[config.mk]
export PLATFORM = sky130hd
export DESIGN_NAME = crtc_core
export DESIGN_NICKNAME = d
export VERILOG_FILES = /design/src/rtl/crtc_core.v /design/src/rtl/crtc_tick.v
export VERILOG_INCLUDE_DIRS = /design/src /design/src/pkg
export SDC_FILE = /design/constraint.sdc
export NUM_CORES = 1
export LEC_CHECK = 0
export ABC_CLOCK_PERIOD_IN_PS = 4400
export BUFFER_PORTS_ARGS = -buffer_cell sky130_fd_sc_hd__buf_4
export CELL_PAD_IN_SITES_DETAIL_PLACEMENT = 0
export CELL_PAD_IN_SITES_GLOBAL_PLACEMENT = 1
export CORE_MARGIN = 4
export CORE_UTILIZATION = 42
export DETAILED_ROUTE_END_ITERATION = 16
export PLACE_DENSITY_LB_ADDON = 0.1
export SLEW_MARGIN = 20
export SYNTH_ARGS = -nofsm -noshare
export SYNTH_HDL_FRONTEND = slang
export SYNTH_SLANG_ARGS = --single-unit
export TNS_END_PERCENT = 5
[constraint.sdc]
create_clock -name sys_clk -period 4.4 [get_ports sys_clk]
set_input_delay 0 -clock sys_clk [delete_from_list [all_inputs] [get_ports sys_clk]]
set_output_delay 0 -clock sys_clk [all_outputs]
set_load 0.005 [all_outputs]
[src/pkg/crtc_map.vh]
// Key values, field positions, codes and reset values of the calendar clock
// Overview of operation
// Time and date held as BCD fields
// Any illegal field discards the whole write
// Year 0-99, month 1-12, day 1-31 valid
// Weekday 0-6, zero meaning Sunday
// Seconds and minutes valid 0-59 only
// Hour mode one counts hours 00-23
// Hour mode zero counts 1-12, top bit PM
// 12h midnight 0x12, noon 0x32, PM 0x21-0x31
// February gains a day in leap years
// Registers locked after reset except key, clear
// Key 0xCA then 0x53 unlocks
// Key 0xCA then other value relocks
// Slow clocks run calendar, fast only counts
// Software follows the documented init order
// Software waits for slow oscillator to settle
// Software skips init if already running
// Timestamp edge captures time, raises flag
// Counting continues in every sleep mode
// Carries ripple seconds through years, 99 wraps
`ifndef CRTC_MAP_VH
`define CRTC_MAP_VH
// Key sequence values
`define CRTC_KEY_FIRST   8'hca
`define CRTC_KEY_UNLOCK  8'h53
// Control word fields
`define CRTC_CTL_H24     0
`define CRTC_CTL_START   1
`define CRTC_CTL_SRC_LO  2
`define CRTC_CTL_SRC_HI  4
// Clock source codes
`define CRTC_SRC_SLOW_EXT 3'b000
`define CRTC_SRC_SLOW_INT 3'b010
`define CRTC_SRC_FAST_EXT 3'b100
// Time word byte positions {hour, minute, second}
`define CRTC_T_SEC  7:0
`define CRTC_T_MIN  15:8
`define CRTC_T_HOUR 23:16
// Date word byte positions {year, month, day, weekday}
`define CRTC_D_WEEK  7:0
`define CRTC_D_DAY   15:8
`define CRTC_D_MONTH 23:16
`define CRTC_D_YEAR  31:24
// Reset values
`define CRTC_TIME_RST 24'h120000
`define CRTC_DATE_RST 32'h00010100
`define CRTC_SRC_RST  3'b000
// Slow oscillator edges per second
`define CRTC_SLOW_DIV 32768
`endif

[src/rtl/crtc_core.v]
// Calendar clock core: key lock, validated writes, BCD counting, timestamp
`timescale 1ns/10ps
`default_nettype none
`include "crtc_map.vh"
module crtc_core #(
   parameter SLOW_DIV = `CRTC_SLOW_DIV,
   parameter GP_W     = 16
) (
   input  wire            sys_clk,
   input  wire            nrst,
   input  wire            slow_external_osc,
   input  wire            slow_internal_osc,
   input  wire            fast_external_osc,
   input  wire            timestamp_pin,
   input  wire            key_wr,
   input  wire [7:0]      key_data,
   input  wire            ctrl_wr,
   input  wire [4:0]      ctrl_data,
   input  wire            time_wr,
   input  wire [23:0]     time_data,
   input  wire            date_wr,
   input  wire [31:0]     date_data,
   input  wire            irq_flag_clear,
   output reg  [23:0]     time_q,
   output reg  [31:0]     date_q,
   output reg             hour_mode_select,
   output reg             start,
   output reg  [2:0]      source,
   output reg             locked,
   output reg  [23:0]     ts_time,
   output reg  [31:0]     ts_date,
   output reg             ts_flag,
   output reg             write_rejected,
   output reg  [GP_W-1:0] gp_count
);
   // Key lock states, one-hot
   localparam [3:0] ST_LOCK  = 4'h1;
   localparam [3:0] ST_KEY1  = 4'h2;
   localparam [3:0] ST_OPEN  = 4'h4;
   localparam [3:0] ST_RELK  = 4'h8;

   reg  [3:0]  state;       // Lock sequencer
   reg  [3:0]  next_state;  // Its next value
   reg  [23:0] next_time;   // Time after one second
   reg  [31:0] next_date;   // Date after one day
   reg         day_carry;   // Hour wrapped into a new day
   reg         ts_a;        // Timestamp pin, first stage
   reg         ts_b;        // Second stage
   reg         ts_c;        // Delayed copy for edge detect
   wire        unlocked;    // Writes permitted
   wire        time_ok;     // Incoming time fully legal
   wire        date_ok;     // Incoming date fully legal
   wire        slow_sel;    // Calendar source is a slow oscillator
   wire        slow_pin;    // Selected slow oscillator pin
   wire        sec_tick;    // One-second enable
   wire        gp_tick;     // Fast oscillator edge enable
   wire        ts_edge;     // Timestamp rising edge

   // BCD byte inside [lo, hi] with both digits decimal
   function bcd_rng;
      input [7:0] v;
      input [7:0] lo;
      input [7:0] hi;
      begin
         bcd_rng = (v[3:0] <= 4'h9) && (v[7:4] <= 4'h9) && (v >= lo) && (v <= hi);
      end
   endfunction

   // BCD increment of a byte, digit carry included
   function [7:0] bcd_inc;
      input [7:0] v;
      begin
         if (v[3:0] == 4'h9)
            bcd_inc = {v[7:4] + 4'h1, 4'h0};
         else
            bcd_inc = {v[7:4], v[3:0] + 4'h1};
      end
   endfunction

   // Hour legality depends on the hour mode
   function hour_ok;
      input [7:0] h;
      input       m24;
      begin
         if (m24)
            hour_ok = bcd_rng(h, 8'h00, 8'h23);
         else
            hour_ok = (h[7:6] == 2'b00) && bcd_rng({3'b000, h[4:0]}, 8'h01, 8'h12);
      end
   endfunction

   // Last day of a month; only two-digit years, so every fourth is leap
   function [7:0] month_len;
      input [7:0] mon;
      input [7:0] yr;
      reg         leap;
      begin
         leap = yr[4] ? (yr[3:0] == 4'h2 || yr[3:0] == 4'h6)
                      : (yr[3:0] == 4'h0 || yr[3:0] == 4'h4 || yr[3:0] == 4'h8);
         case (mon)
            8'h02:   month_len = leap ? 8'h29 : 8'h28;
            8'h04,
            8'h06,
            8'h09,
            8'h11:   month_len = 8'h30;
            default: month_len = 8'h31;
         endcase
      end
   endfunction

   assign unlocked = state[2];

   // Whole-word validity; one bad field rejects all of it
   assign time_ok = bcd_rng(time_data[`CRTC_T_SEC], 8'h00, 8'h59)
                 && bcd_rng(time_data[`CRTC_T_MIN], 8'h00, 8'h59)
                 && hour_ok(time_data[`CRTC_T_HOUR], hour_mode_select);
   assign date_ok = bcd_rng(date_data[`CRTC_D_WEEK], 8'h00, 8'h06)
                 && bcd_rng(date_data[`CRTC_D_DAY], 8'h01, 8'h31)
                 && bcd_rng(date_data[`CRTC_D_MONTH], 8'h01, 8'h12)
                 && bcd_rng(date_data[`CRTC_D_YEAR], 8'h00, 8'h99);

   // Only the slow oscillators drive the calendar
   assign slow_sel = (source == `CRTC_SRC_SLOW_EXT) || (source == `CRTC_SRC_SLOW_INT);
   assign slow_pin = (source == `CRTC_SRC_SLOW_INT) ? slow_internal_osc : slow_external_osc;

   // Seconds divider from the selected slow pin; no sleep gating
   crtc_tick #(
      .DIV (SLOW_DIV),
      .W   (16)
   ) u_sec (
      .sys_clk (sys_clk),
      .nrst    (nrst),
      .osc_pin (slow_pin),
      .enable  (start && slow_sel),
      .tick    (sec_tick)
   );

   // Fast oscillator serves only as a plain edge counter
   crtc_tick #(
      .DIV (1),
      .W   (1)
   ) u_gp (
      .sys_clk (sys_clk),
      .nrst    (nrst),
      .osc_pin (fast_external_osc),
      .enable  (start && (source == `CRTC_SRC_FAST_EXT)),
      .tick    (gp_tick)
   );

   // Lock sequencer transitions on key writes
   always @*
   begin
      next_state = state;
      if (key_wr)
      begin
         case (state)
            ST_LOCK: next_state = (key_data == `CRTC_KEY_FIRST) ? ST_KEY1 : ST_LOCK;
            // Exact pair needed to open
            ST_KEY1: next_state = (key_data == `CRTC_KEY_UNLOCK) ? ST_OPEN : ST_LOCK;
            ST_OPEN: next_state = (key_data == `CRTC_KEY_FIRST) ? ST_RELK : ST_OPEN;
            // Any second value but the unlock value closes again
            ST_RELK: next_state = (key_data == `CRTC_KEY_UNLOCK) ? ST_OPEN : ST_LOCK;
            default: next_state = ST_LOCK;
         endcase
      end
   end

   // Locked from reset onward
   always @(posedge sys_clk)
   begin
      if (!nrst)
      begin
         state  <= ST_LOCK;
         locked <= 1'b1;
      end
      else
      begin
         state  <= next_state;
         locked <= !next_state[2];
      end
   end

   // One-second advance of the time word
   always @*
   begin
      next_time = time_q;
      day_carry = 1'b0;
      if (time_q[`CRTC_T_SEC] != 8'h59)
         next_time[`CRTC_T_SEC] = bcd_inc(time_q[`CRTC_T_SEC]);
      else
      begin
         next_time[`CRTC_T_SEC] = 8'h00;
         if (time_q[`CRTC_T_MIN] != 8'h59)
            next_time[`CRTC_T_MIN] = bcd_inc(time_q[`CRTC_T_MIN]);
         else
         begin
            next_time[`CRTC_T_MIN] = 8'h00;
            if (hour_mode_select)
            begin
               // Plain 00..23
               day_carry = (time_q[`CRTC_T_HOUR] == 8'h23);
               next_time[`CRTC_T_HOUR] = day_carry ? 8'h00 : bcd_inc(time_q[`CRTC_T_HOUR]);
            end
            else if (time_q[20:16] == 5'h11)
            begin
               // 11 rolls to 12 and flips the half; PM11 to AM12 is midnight
               day_carry = time_q[21];
               next_time[`CRTC_T_HOUR] = {2'b00, !time_q[21], 5'h12};
            end
            else if (time_q[20:16] == 5'h12)
               next_time[`CRTC_T_HOUR] = {2'b00, time_q[21], 5'h01};
            else
               next_time[`CRTC_T_HOUR] = bcd_inc({3'b000, time_q[20:16]})
                                         | {2'b00, time_q[21], 5'h00}; // Keep PM bit
         end
      end
   end

   // One-day advance of the date word
   always @*
   begin
      next_date = date_q;
      next_date[`CRTC_D_WEEK] = (date_q[`CRTC_D_WEEK] == 8'h06) ? 8'h00
                                : bcd_inc(date_q[`CRTC_D_WEEK]);
      if (date_q[`CRTC_D_DAY] < month_len(date_q[`CRTC_D_MONTH], date_q[`CRTC_D_YEAR]))
         next_date[`CRTC_D_DAY] = bcd_inc(date_q[`CRTC_D_DAY]);
      else
      begin
         next_date[`CRTC_D_DAY] = 8'h01;
         if (date_q[`CRTC_D_MONTH] != 8'h12)
            next_date[`CRTC_D_MONTH] = bcd_inc(date_q[`CRTC_D_MONTH]);
         else
         begin
            next_date[`CRTC_D_MONTH] = 8'h01;
            // Year 99 wraps to 00
            next_date[`CRTC_D_YEAR] = (date_q[`CRTC_D_YEAR] == 8'h99) ? 8'h00
                                      : bcd_inc(date_q[`CRTC_D_YEAR]);
         end
      end
   end

   // Control word; ignored while locked
   always @(posedge sys_clk)
   begin
      if (!nrst)
      begin
         hour_mode_select <= 1'b0;
         start            <= 1'b0;
         source           <= `CRTC_SRC_RST;
      end
      else if (ctrl_wr && unlocked)
      begin
         hour_mode_select <= ctrl_data[`CRTC_CTL_H24];
         start            <= ctrl_data[`CRTC_CTL_START];
         source           <= ctrl_data[`CRTC_CTL_SRC_HI:`CRTC_CTL_SRC_LO];
      end
   end

   // Calendar registers; an accepted write beats the tick in that cycle
   always @(posedge sys_clk)
   begin
      if (!nrst)
      begin
         time_q <= `CRTC_TIME_RST;
         date_q <= `CRTC_DATE_RST;
      end
      else
      begin
         if (time_wr && unlocked && time_ok)
            time_q <= time_data;
         else if (sec_tick)
            time_q <= next_time;
         if (date_wr && unlocked && date_ok)
            date_q <= date_data;
         else if (sec_tick && day_carry)
            date_q <= next_date;
      end
   end

   // Pulse for any write dropped by the lock or by a bad field
   always @(posedge sys_clk)
   begin
      if (!nrst)
         write_rejected <= 1'b0;
      else
         write_rejected <= ((time_wr || date_wr || ctrl_wr) && !unlocked)
                        || (time_wr && unlocked && !time_ok)
                        || (date_wr && unlocked && !date_ok);
   end

   // General counter on fast oscillator edges
   always @(posedge sys_clk)
   begin
      if (!nrst)
         gp_count <= {GP_W{1'b0}};
      else if (gp_tick)
         gp_count <= gp_count + {{(GP_W-1){1'b0}}, 1'b1};
   end

   // Timestamp pin synchroniser
   always @(posedge sys_clk)
   begin
      if (!nrst)
      begin
         ts_a <= 1'b0;
         ts_b <= 1'b0;
         ts_c <= 1'b0;
      end
      else
      begin
         ts_a <= timestamp_pin;
         ts_b <= ts_a;
         ts_c <= ts_b;
      end
   end

   assign ts_edge = ts_b && !ts_c;

   // Capture and flag together; a set in the clearing cycle wins
   always @(posedge sys_clk)
   begin
      if (!nrst)
      begin
         ts_time <= 24'h000000;
         ts_date <= 32'h00000000;
         ts_flag <= 1'b0;
      end
      else if (ts_edge)
      begin
         ts_time <= time_q;
         ts_date <= date_q;
         ts_flag <= 1'b1;
      end
      else if (irq_flag_clear)
         ts_flag <= 1'b0; // Clear is never locked
   end
endmodule
`default_nettype wire

[src/rtl/crtc_tick.v]
// Pin-edge synchroniser and divider producing one-cycle tick enables
`timescale 1ns/10ps
`default_nettype none
module crtc_tick #(
   parameter DIV = 32768,
   parameter W   = 16
) (
   input  wire sys_clk,
   input  wire nrst,
   input  wire osc_pin,
   input  wire enable,
   output reg  tick
);
   localparam integer LASTI = DIV - 1;
   localparam [W-1:0] LAST  = LASTI[W-1:0];

   reg         sync_a;   // First stage, read only by second
   reg         sync_b;   // Second stage
   reg         sync_c;   // Delayed copy for edge detection
   reg [W-1:0] count;    // Edges seen in current period

   // Two-flop synchroniser then rising-edge detect
   always @(posedge sys_clk)
   begin
      if (!nrst)
      begin
         sync_a <= 1'b0;
         sync_b <= 1'b0;
         sync_c <= 1'b0;
      end
      else
      begin
         sync_a <= osc_pin;
         sync_b <= sync_a;
         sync_c <= sync_b;
      end
   end

   // Divide edges; held at zero while disabled so a restart begins clean
   always @(posedge sys_clk)
   begin
      if (!nrst || !enable)
      begin
         count <= {W{1'b0}};
         tick  <= 1'b0;
      end
      else if (sync_b && !sync_c)
      begin
         // Full period reached
         if (count == LAST)
         begin
            count <= {W{1'b0}};
            tick  <= 1'b1;
         end
         else
         begin
            count <= count + {{(W-1){1'b0}}, 1'b1};
            tick  <= 1'b0;
         end
      end
      else
         tick <= 1'b0;
   end
endmodule
`default_nettype wire

==> results.md <==
Setup path:
- STA classifies the critical path endpoint as a flip-flop.
- Data arrives at the worst endpoint at 3.27 ns.
- The number of cells on the worst reg-to-reg path is 10.
- In this run the worst setup path terminates at date_q[9].
- For flop-to-flop paths, the worst setup slack is 1.48 ns.
- The library cell contributing the largest single delay on the critical path is dfxtp_1.
- The library cell appearing most often on the critical path is ha_1.
- The most critical setup path has its startpoint at date_q[20].
- The source of the worst register-to-register timing path is date_q[20].
- The worst setup path is launched from a flip-flop.
- The highest net fanout along the worst path is 10.
- Grouping stages by cell kind, the critical path spends the most delay in simple AND/OR/NAND/NOR gates.
- By startpoint and endpoint, the worst setup path is classified as reg2reg.
- The critical path crosses 10 cells after its start point.
- The worst path required time is 4.75 ns.
- The endpoint of the lowest-slack register-to-register path is date_q[9].
- For this run, the slowest stage of the critical path takes about 0.44 ns.
- The count of buffer and inverter cells on the critical path is 1.
- Walking the worst path, the cells encountered are inv_1, ha_1, and4_2, ha_1, a211oi_1, and2_0, a31oi_4, or2_1, or3_1, a31oi_1.

Pwr:
- The share of total power consumed by net switching is 0.236.
- The power per cell area is just under 300 nW/um2.
- The share of total power dissipated in combinational logic is 0.066.
- Of the total power, registers draw 0.464.
- The worst-case IR drop observed on VDD is between 0.0002 and 0.0003 V.
- The net switching power of the design is 0.781 mW.
- Summed over all cells, the static leakage comes to 4.71 nW.
- The share of total power dissipated in the clock network is 0.469.
- The internal cell power is roughly 2.5 mW.

Timing:
- The number of failing hold endpoints at the final stage is 0.
- Final hold analysis gives a worst-case slack of roughly 0.058 ns.
- The final setup violation count is 0.
- The post-route setup TNS is 0 ns.
- For the pin with the worst max-slew slack, the measured transition is 0.936 ns.
- The smallest clock period supported by the final layout is computed as 2.92 ns.
- Setup slack closes at 1.48 ns.
- For the final database, setup skew stands at 0.0133 ns.
- Setup repair after global routing left no endpoint under its margin.
- Dividing the final minimum period by the clock period gives 0.664.
- In this run the tightest slew margin relative to its limit is 0.375.
- Derived from the worst setup path, the maximum achievable clock frequency is 0.342 GHz.
- The max-slew violation count is 0.

Global route:
- The global-route usage over all layers is 0.215.
- Summed over all layers, the global routing overflow is 0.
- The initial antenna violation count was 0.
- The maximum number of pins on one net before global-route repair is 95.
- The via count of the first global-routing pass was 7,417.
- The first-pass GRT wire length is between 30,000 and 40,000 um.

Logic synthesis:
- Yosys mapped a number of flops with a built-in enable equal to 0.
- The post-synthesis instance total is approximately 990.
- The number of nets in the synthesized netlist is 1,096.
- Ranked by total cell area, the synthesized netlist is headed by dfxtp_1 (40%), nand2_1 (8.7%), a21boi_0 (5.9%), ha_1 (3.6%), o211a_1 (2.6%).
- The synthesis-stage register bit count is between 150 and 200.
- In the synthesized netlist the async set-or-reset flop fraction comes to 0.
- The netlist uses 78 different library cells.
- During synthesis, Yosys emitted a total of 0 warnings.
- The biggest area consumer among synthesized cells is dfxtp_1.
- The share of the synthesized area in the top cell type is 0.402.
- After synthesis, the mean cell area works out to about 8.4 um2.
- The prevailing post-synth register cell is dfxtp_1.
- Of the synthesized area, sequential elements account for 0.402.
- In this run the cell area of the synthesized design comes to around 8300 um2.

Die:
- The die covers approximately 22,000 um2.
- The count of standard-cell rows is around 50.
- The standard cell core area is 19,500 um2.
- The number of primary I/O pins is approximately 220.
- From bottom edge to top edge, the die measures 149 um.
- For this configuration, the core starts out at a cell density of 0.428.
- The width of the chip is roughly 150 um.

CTS:
- The cell sitting at the root of the clock tree is a clkbuf_16.
- The later pin in the worst-skew pair is clocked with a latency of 0.43 ns.
- The maximum level of the CTS H-tree is 4.
- The largest buffer count on any clock path is 2.
- The clock drives about 170 sinks.
- TritonCTS built the clock tree.
- The CTS clock-pin slew for the worst setup and hold paths is about 0.07 ns.
- Clock tree synthesis inserted a total of 17 buffers.

Place:
- The placed wire-length estimate is 16,800 um.
- The final weighted congestion in routability-driven placement is 0.805.
- The number of port buffers is 215.
- The placed instance area is 10,100 um2.
- Prior to clock tree synthesis, the placed netlist has a worst setup slack of approximately 1.5 ns.

Finish:
- The utilization after layout is 0.581.
- The proportion of layout cells with a drive suffix above 1 is 0.217.
- The final layout net count is approximately 1.3k.
- The number of antenna repair diodes is 0.
- After routing the design area is 11,300 um2.
- Relative to the synthesized area, the layout overhead comes to 35.8%.

Flow run:
- The max capacitance violation total is 0.

Detailed routing:
- The number of routed nets with antenna violations is 0.
- Dividing the detail-routed via count by the number of cells gives 5.18.
- The routed design has 24,200 um of wire.
- The first-pass detailed-route iteration total is 4.
- The remaining routing DRC violations is 0.
- The final routed wire length divided by cell count is 16.0 um.
- The detailed router placed 7,855 vias in this run.
- The number of DRC markers in iteration 0 is 419.

Worst hold path:
- The type of the tightest min-delay check is in2reg.

Outcome:
- The flow ran to the end, and the final reports show no timing, DRC or antenna violations.
[metal layers]
layer	wire, um	GRT usage	part of all wire
met4	236	0.0476	0.0098
met2	11000	0.347	0.46
met1	11600	0.295	0.48
met5	0	0	0
met3	1320	0.0495	0.055
[worst min-delay path, stage by stage]
cell,delay (ns)
buf_4,0.10
o21ba_2,0.13
a22oi_1,0.06
a31oi_1,0.14
[power groups by stage]
| stage | combinational [mW] | clock, mW | sequential, mW |
|---|---|---|---|
| floorplan | 0.0744 | 0 | 1.57 |
| CTS | 0.220 | 1.59 | 1.54 |
| finish | 0.219 | 1.55 | 1.54 |
| global placement | 0.176 | 0 | 1.57 |
| detailed placement | 0.178 | 0 | 1.57 |
| global route | 0.239 | 1.65 | 1.54 |
[per-stage QoR]
| step | std cells | power (mW) |
|---|---|---|
| 2_1_floorplan | 992 | 1.64 |
| 3_3_place_gp | 1423 | 1.75 |
| 3_5_place_dp | 1423 | 1.75 |
| 4_1_cts | 1516 | 3.35 |
| 5_1_grt | 1516 | 3.43 |
| 6_report | 1516 | 3.31 |
[kinds of logic after synthesis]
family,synth area share
adder cells (fa/ha/maj),0.0373
multiplexers,0.0125
XOR/XNOR,0.0421
AO/OA/AOI/OAI,0.201
flip-flops,0.402
buffers and inverters,0.0398
AND/OR/NAND/NOR,0.266
[cells in the final DEF, fill, tap and decap left out, types with 4 or more instances in the layout]
cell type	Yosys	final
nor4_1	8	8
mux2i_1	7	7
nor2_1	52	52
dlygate4sd3_1	0	61
nand3_1	41	41
buf_4	0	221
a21oi_1	30	30
nor3_1	16	16
o211a_1	22	22
nand4b_1	5	5
ha_1	24	24
nand2_1	192	192
inv_1	25	25
a211o_1	4	4
o21ai_0	42	42
o211ai_1	9	9
and2_1	27	27
nand2b_1	12	11
and3_1	15	15
a31oi_1	10	10
nor3b_1	5	5
a22oi_1	6	6
nand3b_1	9	9
dfxtp_1	167	167
nand4_1	14	14
nor2b_1	11	10
inv_6	0	6
clkbuf_16	0	17
xnor2_1	19	19
o21ai_1	8	8
a21boi_0	65	65
xor2_1	21	21
or3_1	4	4
[final cells by class]
cell class / instances / area [um2]
Tap cell: 265 / 332
Inverter: 25 / 93.8
Sequential cell: 167 / 3340
Fill cell: 1793 / 8160
Clock buffer: 19 / 453
Timing Repair Buffer: 282 / 2270
Multi-Input combinational cell: 745 / 4660
Clock inverter: 13 / 153
[synth_stat cells (16+ instances only)]
cell / n
a21boi_0: 65
a21oi_1: 30
and2_1: 27
clkbuf_1: 42
dfxtp_1: 167
ha_1: 24
inv_1: 25
nand2_1: 192
nand3_1: 41
nor2_1: 52
nor3_1: 16
o211a_1: 22
o21ai_0: 42
xnor2_1: 19
xor2_1: 21
[flip-flops by register name, indices dropped and copies added, names as in the netlist, 3 cells and up]
name / flops
date_q: 32
ts_date: 32
time_q: 24
ts_time: 24
gp_count: 16
u_sec.count: 16
state: 4
source: 3
[repair_timing]
| item | 4_1_cts | 5_1_grt |
|---|---|---|
| gates resized for setup | 0 | 0 |
| endpoints found under the hold margin | 56 | 0 |
| setup buffers | 0 | 0 |
| hold buffers | 61 | 0 |
[how the worst min path moves through the flow]
| stage | start | endpoint | slack, ns | cells after the start |
|---|---|---|---|---|
| 2_1_floorplan | key_wr | state[2] | 0.11 | 1 |
| 3_3_place_gp | fast_external_osc | u_gp.sync_a | 0.21 | 2 |
| 3_5_place_dp | timestamp_pin | ts_a | 0.22 | 2 |
| 4_1_cts | date_data[30] | date_q[30] | 0.03 | 4 |
| 5_1_grt | key_data[3] | state[0] | 0.09 | 4 |
| 6_report | date_data[30] | date_q[30] | 0.06 | 4 |
(Power assumes the default switching activity.)
